[src/tcm_defines.vh]
// offsets, field positions and reset values of the port controller register bank
`ifndef TCM_DEFINES_VH
`define TCM_DEFINES_VH
`define TCM_OFS_MANUAL 8'h09
`define TCM_OFS_SWRST 8'h0a
`define TCM_OFS_MASK_MAIN 8'h0e
`define TCM_OFS_MASK_REC 8'h0f
`define TCM_OFS_STAT_MAIN 8'h11
`define TCM_OFS_STAT_REC 8'h12
`define TCM_OFS_KIND 8'h13
`define TCM_OFS_FLAG_MAIN 8'h14
`define TCM_OFS_FLAG_REC 8'h15
`define TCM_MAN_ERR_REC 0
`define TCM_MAN_DISABLE 1
`define TCM_MAN_UNATT_SOURCE 2
`define TCM_MAN_UNATT_SINK 3
`define TCM_MAN_FORCE_SINK 4
`define TCM_MAN_FORCE_SOURCE 5
`define TCM_SWRST_BIT 0
`define TCM_FM_ATTACH 0
`define TCM_FM_DETACH 1
`define TCM_FM_LEVEL 2
`define TCM_FM_WEAKBATT 3
`define TCM_FM_BUSPWR 4
`define TCM_FM_FAULT 5
`define TCM_FM_ORIENT 6
`define TCM_FR_REMEDY 0
`define TCM_FR_FRC_OK 1
`define TCM_FR_FRC_BAD 2
`define TCM_FR_REM_BAD 3
`define TCM_FR_PWR_UP 5
`define TCM_FR_PWR_OFF 6
`define TCM_MAIN_IMPL 8'h7f
`define TCM_REC_IMPL 8'h6f
`define TCM_RST_MASK 8'h00
`define TCM_RST_FLAGS 8'h00
`define TCM_RST_MANUAL 8'h00
`define TCM_OR_NONE 2'h0
`define TCM_OR_CC1 2'h1
`define TCM_OR_CC2 2'h2
`endif

[src/tcm_i2c_target.v]
// i2c target that turns bus transfers into register reads and writes
`timescale 1ns/10ps
`include "tcm_defines.vh"
module tcm_i2c_target #(
  parameter [6:0] ADDR = 7'h21
) (
  input wire clk,
  input wire rst,
  input wire scl_in,
  input wire sda_in,
  output reg sda_out,
  output reg sda_oe,
  output reg [7:0] reg_addr,
  output reg wr_stb,
  output reg [7:0] wr_data,
  input wire [7:0] rd_data
);
  localparam [2:0] ST_IDLE = 3'h0;
  localparam [2:0] ST_ADDR = 3'h1;
  localparam [2:0] ST_PTR = 3'h2;
  localparam [2:0] ST_WDAT = 3'h3;
  localparam [2:0] ST_RDAT = 3'h4;
  reg scl_s1, scl_s2, scl_d;
  reg sda_s1, sda_s2, sda_d;
  reg [2:0] state_r;
  reg [3:0] cnt_r;
  reg [7:0] sh_r;
  reg rw_r;
  reg nack_r;
  wire scl_rise = scl_s2 & ~scl_d;
  wire scl_fall = ~scl_s2 & scl_d;
  wire start_c = scl_s2 & scl_d & sda_d & ~sda_s2;
  wire stop_c = scl_s2 & scl_d & ~sda_d & sda_s2;

  always @(posedge clk or posedge rst) begin
    if (rst) begin
      scl_s1 <= 1'h1;
      scl_s2 <= 1'h1;
      scl_d <= 1'h1;
      sda_s1 <= 1'h1;
      sda_s2 <= 1'h1;
      sda_d <= 1'h1;
      state_r <= ST_IDLE;
      cnt_r <= 4'h0;
      sh_r <= 8'h00;
      rw_r <= 1'h0;
      nack_r <= 1'h0;
      sda_out <= 1'h0;
      sda_oe <= 1'h0;
      reg_addr <= 8'h00;
      wr_stb <= 1'h0;
      wr_data <= 8'h00;
    end else begin
      scl_s1 <= scl_in;
      scl_s2 <= scl_s1;
      scl_d <= scl_s2;
      sda_s1 <= sda_in;
      sda_s2 <= sda_s1;
      sda_d <= sda_s2;
      sda_out <= 1'h0;
      wr_stb <= 1'h0;
      if (start_c) begin
        state_r <= ST_ADDR;
        cnt_r <= 4'h0;
        sda_oe <= 1'h0;
      end else if (stop_c) begin
        state_r <= ST_IDLE;
        sda_oe <= 1'h0;
      end else if (state_r == ST_RDAT) begin
        if (scl_rise) begin
          if (cnt_r == 4'h8) begin
            nack_r <= sda_s2;
            cnt_r <= 4'h9;
          end else begin
            cnt_r <= cnt_r + 4'h1;
          end
        end else if (scl_fall) begin
          if (cnt_r == 4'h9) begin
            if (nack_r) begin
              state_r <= ST_IDLE;
            end else begin
              sh_r <= rd_data;
              sda_oe <= ~rd_data[7];
              reg_addr <= reg_addr + 8'h01;
              cnt_r <= 4'h0;
            end
          end else if (cnt_r == 4'h8) begin
            sda_oe <= 1'h0;
          end else begin
            sh_r <= {sh_r[6:0], 1'h0};
            sda_oe <= ~sh_r[6];
          end
        end
      end else if (state_r != ST_IDLE) begin
        if (scl_rise && cnt_r < 4'h8) begin
          sh_r <= {sh_r[6:0], sda_s2};
          cnt_r <= cnt_r + 4'h1;
        end else if (scl_fall && cnt_r == 4'h8) begin
          cnt_r <= 4'h9;
          case (state_r)
            ST_ADDR: begin
              if (sh_r[7:1] == ADDR) begin
                rw_r <= sh_r[0];
                sda_oe <= 1'h1;
              end else begin
                state_r <= ST_IDLE;
              end
            end
            ST_PTR: begin
              reg_addr <= sh_r;
              sda_oe <= 1'h1;
            end
            default: begin
              wr_stb <= 1'h1;
              wr_data <= sh_r;
              sda_oe <= 1'h1;
            end
          endcase
        end else if (scl_fall && cnt_r == 4'h9) begin
          cnt_r <= 4'h0;
          sda_oe <= 1'h0;
          if (state_r == ST_ADDR && rw_r) begin
            state_r <= ST_RDAT;
            sh_r <= rd_data;
            sda_oe <= ~rd_data[7];
            reg_addr <= reg_addr + 8'h01;
          end else if (state_r == ST_ADDR) begin
            state_r <= ST_PTR;
          end else if (state_r == ST_WDAT) begin
            reg_addr <= reg_addr + 8'h01;
          end else begin
            state_r <= ST_WDAT;
          end
        end
      end
    end
  end
endmodule

[src/tcm_regs.v]
// control, status and interrupt register bank of the port controller
`timescale 1ns/10ps
`include "tcm_defines.vh"
module tcm_regs #(
  parameter [6:0] I2C_ADDR = 7'h21
) (
  input wire clk,
  input wire rst,
  input wire scl_in,
  input wire sda_in,
  output wire sda_out,
  output wire sda_oe,
  output reg int_n_out,
  output reg int_n_oe,
  input wire bus_power_safe_zero,
  input wire bus_power_valid,
  input wire weak_batt_sink_active,
  input wire [1:0] orientation,
  input wire [1:0] advertised_current_level,
  input wire attached,
  input wire [6:0] partner_kind,
  input wire cc_over_rd_fault,
  input wire recovery_active,
  input wire recovery_power_off_req,
  input wire recovery_power_on_req,
  input wire recovery_failed_in,
  input wire force_executed,
  input wire force_rejected,
  input wire portrole_changed,
  input wire global_irq_mask,
  output reg disable_req,
  output reg error_recovery_cmd,
  output reg force_source_cmd,
  output reg force_sink_cmd,
  output reg go_unattached_source_cmd,
  output reg go_unattached_sink_cmd,
  output reg portrole_apply,
  output reg software_reset_bit
);
  wire [7:0] bus_addr;
  wire bus_wr;
  wire [7:0] bus_wdata;
  reg [7:0] rd_data_r;
  reg [1:0] pwr_s1;
  reg [1:0] pwr_s2;
  reg [7:0] mask_main_r;
  reg [7:0] mask_rec_r;
  reg [7:0] flags_main_r;
  reg [7:0] flags_rec_r;
  reg [1:0] orient_q;
  reg [1:0] level_q;
  reg [1:0] pwr_q;
  reg attached_q;
  reg weak_q;
  reg fault_q;
  reg remedy_q;
  reg role_pend_r;

  // address decode shared by every write path
  function wr_hit;
    input wr;
    input [7:0] addr;
    input [7:0] ofs;
    begin
      wr_hit = wr & (addr == ofs);
    end
  endfunction

  // sticky flag update where a new event beats a same-cycle clear
  function [7:0] flag_nxt;
    input [7:0] cur;
    input [7:0] clr;
    input [7:0] ev;
    input [7:0] impl;
    begin
      flag_nxt = ((cur & ~clr) | ev) & impl;
    end
  endfunction

  tcm_i2c_target #(
    .ADDR(I2C_ADDR)
  ) u_i2c (
    .clk(clk),
    .rst(rst),
    .scl_in(scl_in),
    .sda_in(sda_in),
    .sda_out(sda_out),
    .sda_oe(sda_oe),
    .reg_addr(bus_addr),
    .wr_stb(bus_wr),
    .wr_data(bus_wdata),
    .rd_data(rd_data_r)
  );

  // analog comparator levels are asynchronous to clk
  genvar gi;
  generate
    for (gi = 0; gi < 2; gi = gi + 1) begin : g_pwr_sync
      always @(posedge clk or posedge rst) begin
        if (rst) begin
          pwr_s1[gi] <= 1'h0;
          pwr_s2[gi] <= 1'h0;
        end else begin
          pwr_s1[gi] <= gi == 0 ? bus_power_valid : bus_power_safe_zero;
          pwr_s2[gi] <= pwr_s1[gi];
        end
      end
    end
  endgenerate

  wire pwr_valid = pwr_s2[0];
  wire pwr_safe_zero = pwr_s2[1];

  wire man_wr = wr_hit(bus_wr, bus_addr, `TCM_OFS_MANUAL);
  wire swrst_wr = wr_hit(bus_wr, bus_addr, `TCM_OFS_SWRST) & bus_wdata[`TCM_SWRST_BIT];
  wire [7:0] clr_main = wr_hit(bus_wr, bus_addr, `TCM_OFS_FLAG_MAIN) ? bus_wdata : 8'h00;
  wire [7:0] clr_rec = wr_hit(bus_wr, bus_addr, `TCM_OFS_FLAG_REC) ? bus_wdata : 8'h00;

  wire dis_nxt = man_wr ? bus_wdata[`TCM_MAN_DISABLE] : disable_req;
  wire cmd_live = man_wr & ~bus_wdata[`TCM_MAN_DISABLE];
  wire w_err = bus_wdata[`TCM_MAN_ERR_REC];
  wire w_fsrc = bus_wdata[`TCM_MAN_FORCE_SOURCE];
  wire w_fsnk = bus_wdata[`TCM_MAN_FORCE_SINK];
  wire w_usrc = bus_wdata[`TCM_MAN_UNATT_SOURCE];
  wire w_usnk = bus_wdata[`TCM_MAN_UNATT_SINK];
  // a forcing command swallowed by a role change counts as failed
  wire frc_drop = cmd_live & portrole_changed & ~w_err & (w_fsrc | w_fsnk);

  wire [7:0] ev_main;
  wire [7:0] ev_rec;
  assign ev_main[7] = 1'h0;
  assign ev_main[`TCM_FM_ORIENT] = (orient_q == `TCM_OR_NONE) &
    ((orientation == `TCM_OR_CC1) | (orientation == `TCM_OR_CC2));
  assign ev_main[`TCM_FM_FAULT] = cc_over_rd_fault & ~fault_q;
  assign ev_main[`TCM_FM_BUSPWR] = pwr_q != {pwr_safe_zero, pwr_valid};
  assign ev_main[`TCM_FM_WEAKBATT] = weak_batt_sink_active ^ weak_q;
  assign ev_main[`TCM_FM_LEVEL] = advertised_current_level != level_q;
  assign ev_main[`TCM_FM_DETACH] = ~attached & attached_q;
  assign ev_main[`TCM_FM_ATTACH] = attached & ~attached_q;
  assign ev_rec[7] = 1'h0;
  assign ev_rec[`TCM_FR_PWR_OFF] = recovery_power_off_req;
  assign ev_rec[`TCM_FR_PWR_UP] = recovery_power_on_req;
  assign ev_rec[4] = 1'h0;
  assign ev_rec[`TCM_FR_REM_BAD] = recovery_failed_in;
  assign ev_rec[`TCM_FR_FRC_BAD] = force_rejected | frc_drop;
  assign ev_rec[`TCM_FR_FRC_OK] = force_executed;
  assign ev_rec[`TCM_FR_REMEDY] = recovery_active & ~remedy_q;

  // soft reset: one pulse, then every register returns to default
  always @(posedge clk or posedge rst) begin
    if (rst) begin
      software_reset_bit <= 1'h0;
    end else begin
      software_reset_bit <= swrst_wr & ~software_reset_bit;
    end
  end

  // manual commands: one-cycle pulses, disable is a held level
  always @(posedge clk or posedge rst) begin
    if (rst) begin
      disable_req <= 1'h0;
      error_recovery_cmd <= 1'h0;
      force_source_cmd <= 1'h0;
      force_sink_cmd <= 1'h0;
      go_unattached_source_cmd <= 1'h0;
      go_unattached_sink_cmd <= 1'h0;
      portrole_apply <= 1'h0;
      role_pend_r <= 1'h0;
    end else if (software_reset_bit) begin
      disable_req <= 1'h0;
      error_recovery_cmd <= 1'h0;
      force_source_cmd <= 1'h0;
      force_sink_cmd <= 1'h0;
      go_unattached_source_cmd <= 1'h0;
      go_unattached_sink_cmd <= 1'h0;
      portrole_apply <= 1'h0;
      role_pend_r <= 1'h0;
    end else begin
      disable_req <= dis_nxt;
      error_recovery_cmd <= 1'h0;
      force_source_cmd <= 1'h0;
      force_sink_cmd <= 1'h0;
      go_unattached_source_cmd <= 1'h0;
      go_unattached_sink_cmd <= 1'h0;
      // role settings wait while disabled, then apply
      portrole_apply <= (portrole_changed | role_pend_r) & ~dis_nxt;
      role_pend_r <= (portrole_changed | role_pend_r) & dis_nxt;
      if (cmd_live && !portrole_changed && w_err) begin
        error_recovery_cmd <= 1'h1;
      end else if (cmd_live && !portrole_changed) begin
        if (w_fsrc) begin
          force_source_cmd <= 1'h1;
        end else if (w_fsnk) begin
          force_sink_cmd <= 1'h1;
        end else if (w_usrc) begin
          go_unattached_source_cmd <= 1'h1;
        end else if (w_usnk) begin
          go_unattached_sink_cmd <= 1'h1;
        end
      end
    end
  end

  // history of the watched status, for edge and change events
  always @(posedge clk or posedge rst) begin
    if (rst) begin
      orient_q <= 2'h0;
      level_q <= 2'h0;
      pwr_q <= 2'h0;
      attached_q <= 1'h0;
      weak_q <= 1'h0;
      fault_q <= 1'h0;
      remedy_q <= 1'h0;
    end else begin
      orient_q <= orientation;
      level_q <= advertised_current_level;
      pwr_q <= {pwr_safe_zero, pwr_valid};
      attached_q <= attached;
      weak_q <= weak_batt_sink_active;
      fault_q <= cc_over_rd_fault;
      remedy_q <= recovery_active;
    end
  end

  // masks and sticky flags
  always @(posedge clk or posedge rst) begin
    if (rst) begin
      mask_main_r <= `TCM_RST_MASK;
      mask_rec_r <= `TCM_RST_MASK;
      flags_main_r <= `TCM_RST_FLAGS;
      flags_rec_r <= `TCM_RST_FLAGS;
    end else if (software_reset_bit) begin
      mask_main_r <= `TCM_RST_MASK;
      mask_rec_r <= `TCM_RST_MASK;
      flags_main_r <= `TCM_RST_FLAGS;
      flags_rec_r <= `TCM_RST_FLAGS;
    end else begin
      if (wr_hit(bus_wr, bus_addr, `TCM_OFS_MASK_MAIN)) begin
        mask_main_r <= bus_wdata & `TCM_MAIN_IMPL;
      end
      if (wr_hit(bus_wr, bus_addr, `TCM_OFS_MASK_REC)) begin
        mask_rec_r <= bus_wdata & `TCM_REC_IMPL;
      end
      flags_main_r <= flag_nxt(flags_main_r, clr_main, ev_main, `TCM_MAIN_IMPL);
      flags_rec_r <= flag_nxt(flags_rec_r, clr_rec, ev_rec, `TCM_REC_IMPL);
    end
  end

  wire [7:0] stat_main = {
    weak_batt_sink_active,
    pwr_safe_zero,
    orientation,
    pwr_valid,
    advertised_current_level,
    attached
  };
  wire [7:0] stat_rec = {6'h00, cc_over_rd_fault, recovery_active};
  wire [7:0] kind = {1'h0, partner_kind};

  // read data follows the pointer; unmapped offsets read zero
  always @(posedge clk or posedge rst) begin
    if (rst) begin
      rd_data_r <= 8'h00;
    end else begin
      case (bus_addr)
        `TCM_OFS_MANUAL: rd_data_r <= {6'h00, disable_req, 1'h0};
        `TCM_OFS_SWRST: rd_data_r <= 8'h00;
        `TCM_OFS_MASK_MAIN: rd_data_r <= mask_main_r;
        `TCM_OFS_MASK_REC: rd_data_r <= mask_rec_r;
        `TCM_OFS_STAT_MAIN: rd_data_r <= stat_main;
        `TCM_OFS_STAT_REC: rd_data_r <= stat_rec;
        `TCM_OFS_KIND: rd_data_r <= kind;
        `TCM_OFS_FLAG_MAIN: rd_data_r <= flags_main_r;
        `TCM_OFS_FLAG_REC: rd_data_r <= flags_rec_r;
        default: rd_data_r <= 8'h00;
      endcase
    end
  end

  // masks gate only the pin; flags stay recorded
  wire irq_any = |(flags_main_r & ~mask_main_r) | |(flags_rec_r & ~mask_rec_r);

  always @(posedge clk or posedge rst) begin
    if (rst) begin
      int_n_out <= 1'h0;
      int_n_oe <= 1'h0;
    end else begin
      int_n_out <= 1'h0;
      int_n_oe <= irq_any & ~global_irq_mask;
    end
  end
endmodule

[config.mk]
export PLATFORM = sky130hd
export DESIGN_NAME = tcm_regs
export DESIGN_NICKNAME = d
export VERILOG_FILES = /design/src/tcm_i2c_target.v /design/src/tcm_regs.v
export VERILOG_INCLUDE_DIRS = /design/src /design/src/src
export SDC_FILE = /design/constraint.sdc
export NUM_CORES = 1
export LEC_CHECK = 0
export ABC_AREA = 1
export BUFFER_PORTS_ARGS = -buffer_cell sky130_fd_sc_hd__buf_2
export CORE_MARGIN = 5
export CORE_UTILIZATION = 40
export DETAILED_ROUTE_END_ITERATION = 10
export PLACE_DENSITY_LB_ADDON = 0.25
export SLEW_MARGIN = 20
export SYNTH_ARGS = -nofsm -noshare
export SYNTH_HDL_FRONTEND = slang
export SYNTH_SLANG_ARGS = --single-unit
[constraint.sdc]
create_clock -name clk -period 10.2 [get_ports clk]
set_input_delay 2.55 -clock clk [delete_from_list [all_inputs] [get_ports clk]]
set_output_delay 2.55 -clock clk [all_outputs]
set_load 0.02 [all_outputs]
After elaboration in Yosys (flattened, before gate mapping)
Index checks and enable logic that the tools add are counted.
{"block": "classes", "addsub": 2, "magnitude_cmp": 1, "n_eq_ne": 44, "mux": 111, "n_bitwise": 63, "reduce_logical": 31}
{"operator": "2-to-1 mux 8 bit", "n": 28}
{"operator": "case mux 8 bit (8 select lines)", "n": 1}
{"operator": "2-to-1 mux 1 bit", "n": 50}
{"operator": "2-to-1 mux 3 bit", "n": 16}
{"operator": "2-to-1 mux 4 bit", "n": 12}
{"operator": "== test 8 x 5 -> 1 bit (second input constant)", "n": 5}
{"operator": "== test 8 x 4 -> 1 bit (second input constant)", "n": 4}
{"operator": "2-to-1 mux 7 bit", "n": 4}
{"operator": "AND 1 bit", "n": 27}
{"operator": "NOT 1 bit", "n": 20}
{"operator": "AND reduction 10 bit", "n": 2}
{"operator": "AND 7 x 8 -> 8 bit", "n": 2}
{"operator": "!= test 4 x 1 -> 1 bit (second input constant)", "n": 4}
{"operator": "NOT 8 bit", "n": 2}
{"operator": "OR reduction 8 bit", "n": 2}
{"operator": "nonzero test 3 bit", "n": 5}
{"operator": "AND 7 bit", "n": 2}
{"operator": "NOT 7 bit", "n": 2}
{"operator": "bitwise OR 7 bit", "n": 2}
{"operator": "AND reduction 7 bit", "n": 2}
{"operator": "!= test 4 x 2 -> 1 bit (second input constant)", "n": 3}
{"operator": "AND reduction 12 bit", "n": 1}
{"operator": "!= test 5 x 2 -> 1 bit (second input constant)", "n": 2}
{"operator": "nonzero test 5 bit", "n": 2}
{"operator": "other kinds (31)", "n": 52}
{"block": "word_totals", "reg_bits": 102, "input_bits": 28, "out_inout_bits": 12, "elab_cells": 293}

Depth between registers and ports, before layout
{"block": "logic_depth", "word_depth": 11, "mapped_depth": 12, "mapped_depth_nobuf": 12}

Cells and area by module
From an unflattened synthesis, not the netlist that was laid out.
{"block": "hier_totals", "hier_cells": 705, "hier_area_um2": 5361.4}
{"mod": "tcm_regs", "instances": 1, "cells_per_inst": 349, "area_each_um2": 2767.7, "seq_area_each_um2": 1451.4}
{"mod": "tcm_i2c_target", "instances": 1, "cells_per_inst": 356, "area_each_um2": 2593.7, "seq_area_each_um2": 1033.5}

Worst setup path before layout
No wires, ideal clock.
{"block": "synth_path", "kind": "input to register", "startpoint": "input portrole_changed", "endpoint": "register force_source_cmd", "setup_time_ns": 0.086, "arrival_ns": 2.988, "t_required_ns": 10.114, "setup_slack_ns": 7.125, "stages": 5, "path_buffers": 0, "cell_sequence": "inv_1 -> nand4_1 -> nor2_1 -> inv_1 -> nor3_1"}
{"block": "synth_between", "elab_chain_cells": 5, "elab_cells_between_ends": 6, "classes_between": "3 x mux; 3 x reduce/logical"}
{"item": "start, declared", "line": "tcm_regs.v:29", "text": "input wire portrole_changed,"}
{"item": "logical NOT 1 bit (*)", "line": "tcm_regs.v:188, tcm_regs.v:190"}
{"item": "logical AND 1 bit (*)", "line": "tcm_regs.v:188, tcm_regs.v:190"}
{"item": "2-to-1 mux 1 bit or logical AND 1 bit (tied branches)", "line": "tcm_regs.v:190, tcm_regs.v:188"}
{"item": "2-to-1 mux 1 bit (*)", "line": "tcm_regs.v:188", "text": "if (cmd_live && !portrole_changed && w_err) begin"}
{"item": "2-to-1 mux 1 bit (*)", "line": "tcm_regs.v:169", "text": "end else if (software_reset_bit) begin"}
{"item": "end signal, assigned", "line": "tcm_regs.v:172", "text": "force_source_cmd <= 1'h0;"}
{"item": "end signal, assigned", "line": "tcm_regs.v:181", "text": "force_source_cmd <= 1'h0;"}
{"item": "end signal, assigned", "line": "tcm_regs.v:192", "text": "force_source_cmd <= 1'h1;"}
{"item": "end, declared", "line": "tcm_regs.v:33", "text": "output reg force_source_cmd,"}
Every way passes the cells marked *; elsewhere a longest branch is shown, timed or not.
A chain may end at the register's enable or synchronous reset.

Final worst setup path
{"block": "layout_path", "startpoint": "register software_reset_bit", "endpoint": "output software_reset_bit"}
{"item": "start, declared", "line": "tcm_regs.v:38", "text": "output reg software_reset_bit"}
{"item": "start signal, assigned", "line": "tcm_regs.v:154", "text": "software_reset_bit <= swrst_wr & ~software_reset_bit;"}
No word-level cell between the ends.

==> summary.md <==
| Metric | Value |
|---|---|
| Final period util | `36.80%` |
| Worst EP arrival | `1200 ps` |
| Vias per inst | `between 5 and 6` |
| EDFF count, synth | `0` |
| Core Rows | `41` |
| Placer Congestion | `0.8708` |
| Synth Warn # | `0` |
| Crit path max fanout | `25` |
| Post-route minimum period | `about 3800 ps` |
| Endpoint, Worst Hold | `pwr_valid` |
| Port bufs | `37` |
| First drt pass iteration count | `5` |
| Initial antenna violation count | `0` |
| CP Launch Type | `register` |
| Drt wl/cell | `approximately 15 um` |
| Die W | `124.4 um` |
| Cts bufs inserted | `9` |
| Area growth syn-to-layout | `12.35%` |
| Setup TNS | `0 ps` |
| Post-CTS sizing | `0` |
| Full die area | `roughly 15000 sq um` |
| Final setup viols | `0` |
| Commonest non-fill, non-tap cell in the layout | `nand2_1` |
| Post-Syn Instances | `685` |
| Reg2reg end | `u_i2c.wr_data[0]` |
| Netlist cell types | `36` |
| Clk pin slew, worst setup/hold paths | `70 ps` |
| Dpl hpwl | `between 10000 and 15000 um` |
| Hold Crit Class | `reg2reg` |
| Unrepaired setup endpoints after global routing | `false` |
| VDD IR max | `0.00007398 V` |
| Slew @ Worst Pin | `717.7 ps` |
| Number of max-cap violations | `0` |
| Post-synthesis mux area share | `0%` |
| Setup bufs post-CTS | `0` |
| Grt total ovfl | `0` |
| Vias in the first global route | `4450` |
| Top Ports | `40` |
| Max-slew violations | `0` |
| Synth Area in Compound Gates | `between 10% and 20%` |
| Pwr dens | `142.3 nW/um^2` |
| Share of cells above drive strength 1 | `14.54%` |
| R2r worst-path depth | `8` |
| Nets | `762` |
| Hold Buf Count CTS | `0` |
| Hold path depth | `0` |
| Largest net degree at the start of global routing | `81` |
| Clock Latency Late Sink | `350 ps` |
| Htree depth | `3` |
| Synthesized area per cell | `about 7.6 sq um` |
| Via count | `4545` |
| Clock Skew | `around 6.3 ps` |
| Max Freq | `266.4 MHz` |
| Synth async-reset ratio | `100.0%` |
| TritonCTS clock tree | `built` |
| Ys flop type | `dfrtp_1` |
| WS Path Type | `reg2out` |
| Endpoints failing hold | `0` |
| Reg2reg start | `u_i2c.scl_s2` |
| Seq/Total Area, Yosys | `46.95%` |
| Post-synthesis simple-gate area fraction | `30.62%` |
| Gr usage total | `18.02%` |
| Hold Startpoint | `pwr_s1[0]` |
| Core area | `12720 sq um` |
| First-pass GRT wire length | `22670 um` |
| Reg-to-reg slack, setup | `7750 ps` |
| CTS Root Cell | `clkbuf_16` |
| Routed Antenna Nets | `0` |
| Routed WL | `13680 um` |
| Non-Filler Instances | `901` |
| Cell count after placement | `around 890` |
| Most frequent cells in the layout | `193 x nand2_1, 92 x dfrtp_1, 88 x inv_1, 79 x nor2_1, 44 x o21ai_0` |
| Ant diodes | `0` |
| Synthesized flop and latch total | `98` |
| Initial core utilization | `41.18%` |
| Status | `complete, no violations` |
| DR DRC count | `0` |
| Largest family of logic cells by synthesized area | `simple AND/OR/NAND/NOR gates` |
| Die height | `124.4 um` |
| Sink Count | `a little under 100` |
| CP required | `roughly 7700 ps` |
| Clk buf depth | `2` |
| Initial DRC count | `351` |
| Synth Cell Area | `5239 sq um` |
| Leak | `0.003049 uW` |
| Slew HR | `~52%` |
| Post-Synth XOR/XNOR Area | `roughly 1.2%` |
| Post-Synth Adder-Cell Area | `2.388%` |
| Crit. End Element | `output port` |
[logic make-up after synthesis]
group           after synthesis
simple gates                367
buf+inv                     107
flops                        98
compound gates               95
fa+ha+maj                    10
xor+xnor                      7
other cells                   1
[cell usage after synthesis, types with 6 or more instances]
library cell,count,area share (%)
dfrtp_1,92,44
nand4_1,19,2.3
nor2_1,79,5.7
a21oi_1,29,2.8
o21ai_0,44,4.2
nand3_1,40,3.8
or2_2,9,1.1
inv_1,89,6.4
nand2_2,6,0.72
nor3_1,8,0.76
o21ai_2,9,1.5
nand2_1,193,14
dfstp_2,6,3.0
o22ai_1,6,0.72
inv_2,6,0.43
ha_1,10,2.4
[cell type report]
class	instances	area (sq um)
fill	1307	6837
sequential	98	2460
multi-input combinational	481	2340
inverter	95	359.1
clock buffer	9	225.2
tap	172	215.2
timing repair buffer	39	203.9
clock inverter	7	82.58
[critical path, stage by stage (launching register included)]
cell     delay (ps)
dfrtp_1         330
buf_4           290
buf_2           230
[worst max-delay path by stage]
stage | startpoint | end | cells past startpoint
4_1_cts | software_reset_bit | software_reset_bit | 2
6_report | software_reset_bit | software_reset_bit | 2
2_1_floorplan | rst | attached_q | 1
3_5_place_dp | rst | mask_main_r[2] | 3
5_1_grt | software_reset_bit | software_reset_bit | 2
3_3_place_gp | rst | mask_main_r[3] | 3
[report_power, final]
part | switching, uW | internal [uW]
clock network | 157 | 195
logic | 49.5 | 23.3
registers | 11.9 | 401
[routing by layer]
metal | global-route usage, % | vias up | share of wire [%]
met2 | 27.48 | 104 | 45
met1 | 26.69 | 2171 | 50
met3 | 2.873 | 14 | 4.0
met5 | 0 | - | 0
met4 | 4.642 | 0 | 1.1
li1 | - | 2256 | -
[sequential cells by signal, indices dropped and copies added (netlist names), 2 cells and up]
register and count:
orient_q 2, u_i2c.wr_data 7, mask_rec_r 6, flags_rec_r 6, u_i2c.state_r 3, pwr_s1 2
u_i2c.reg_addr 8, mask_main_r 7, u_i2c.cnt_r 4, level_q 2, rd_data_r 8, u_i2c.sh_r 8
flags_main_r 7, pwr_q 2
[stage by stage]
| stage | hold WS [ps] | utilization [%] | setup WS (ps) | total power [uW] | cell area (sq um) |
|---|---|---|---|---|---|
| floorplan | 331.2 | - | 5098 | 469.1 | 5243 |
| global placement | 334.5 | 43.81 | 6351 | 491.6 | 5574 |
| detailed placement | 339.7 | 43.81 | 6349 | 492.6 | 5574 |
| CTS | 356.5 | 46.23 | 6439 | 845.8 | 5882 |
| global route | 357.4 | 46.26 | 6404 | 873.6 | 5886 |
| finish | 354.1 | 46.26 | 6446 | 837.3 | 5886 |
Note: power is estimated with default switching activity, not from simulation.
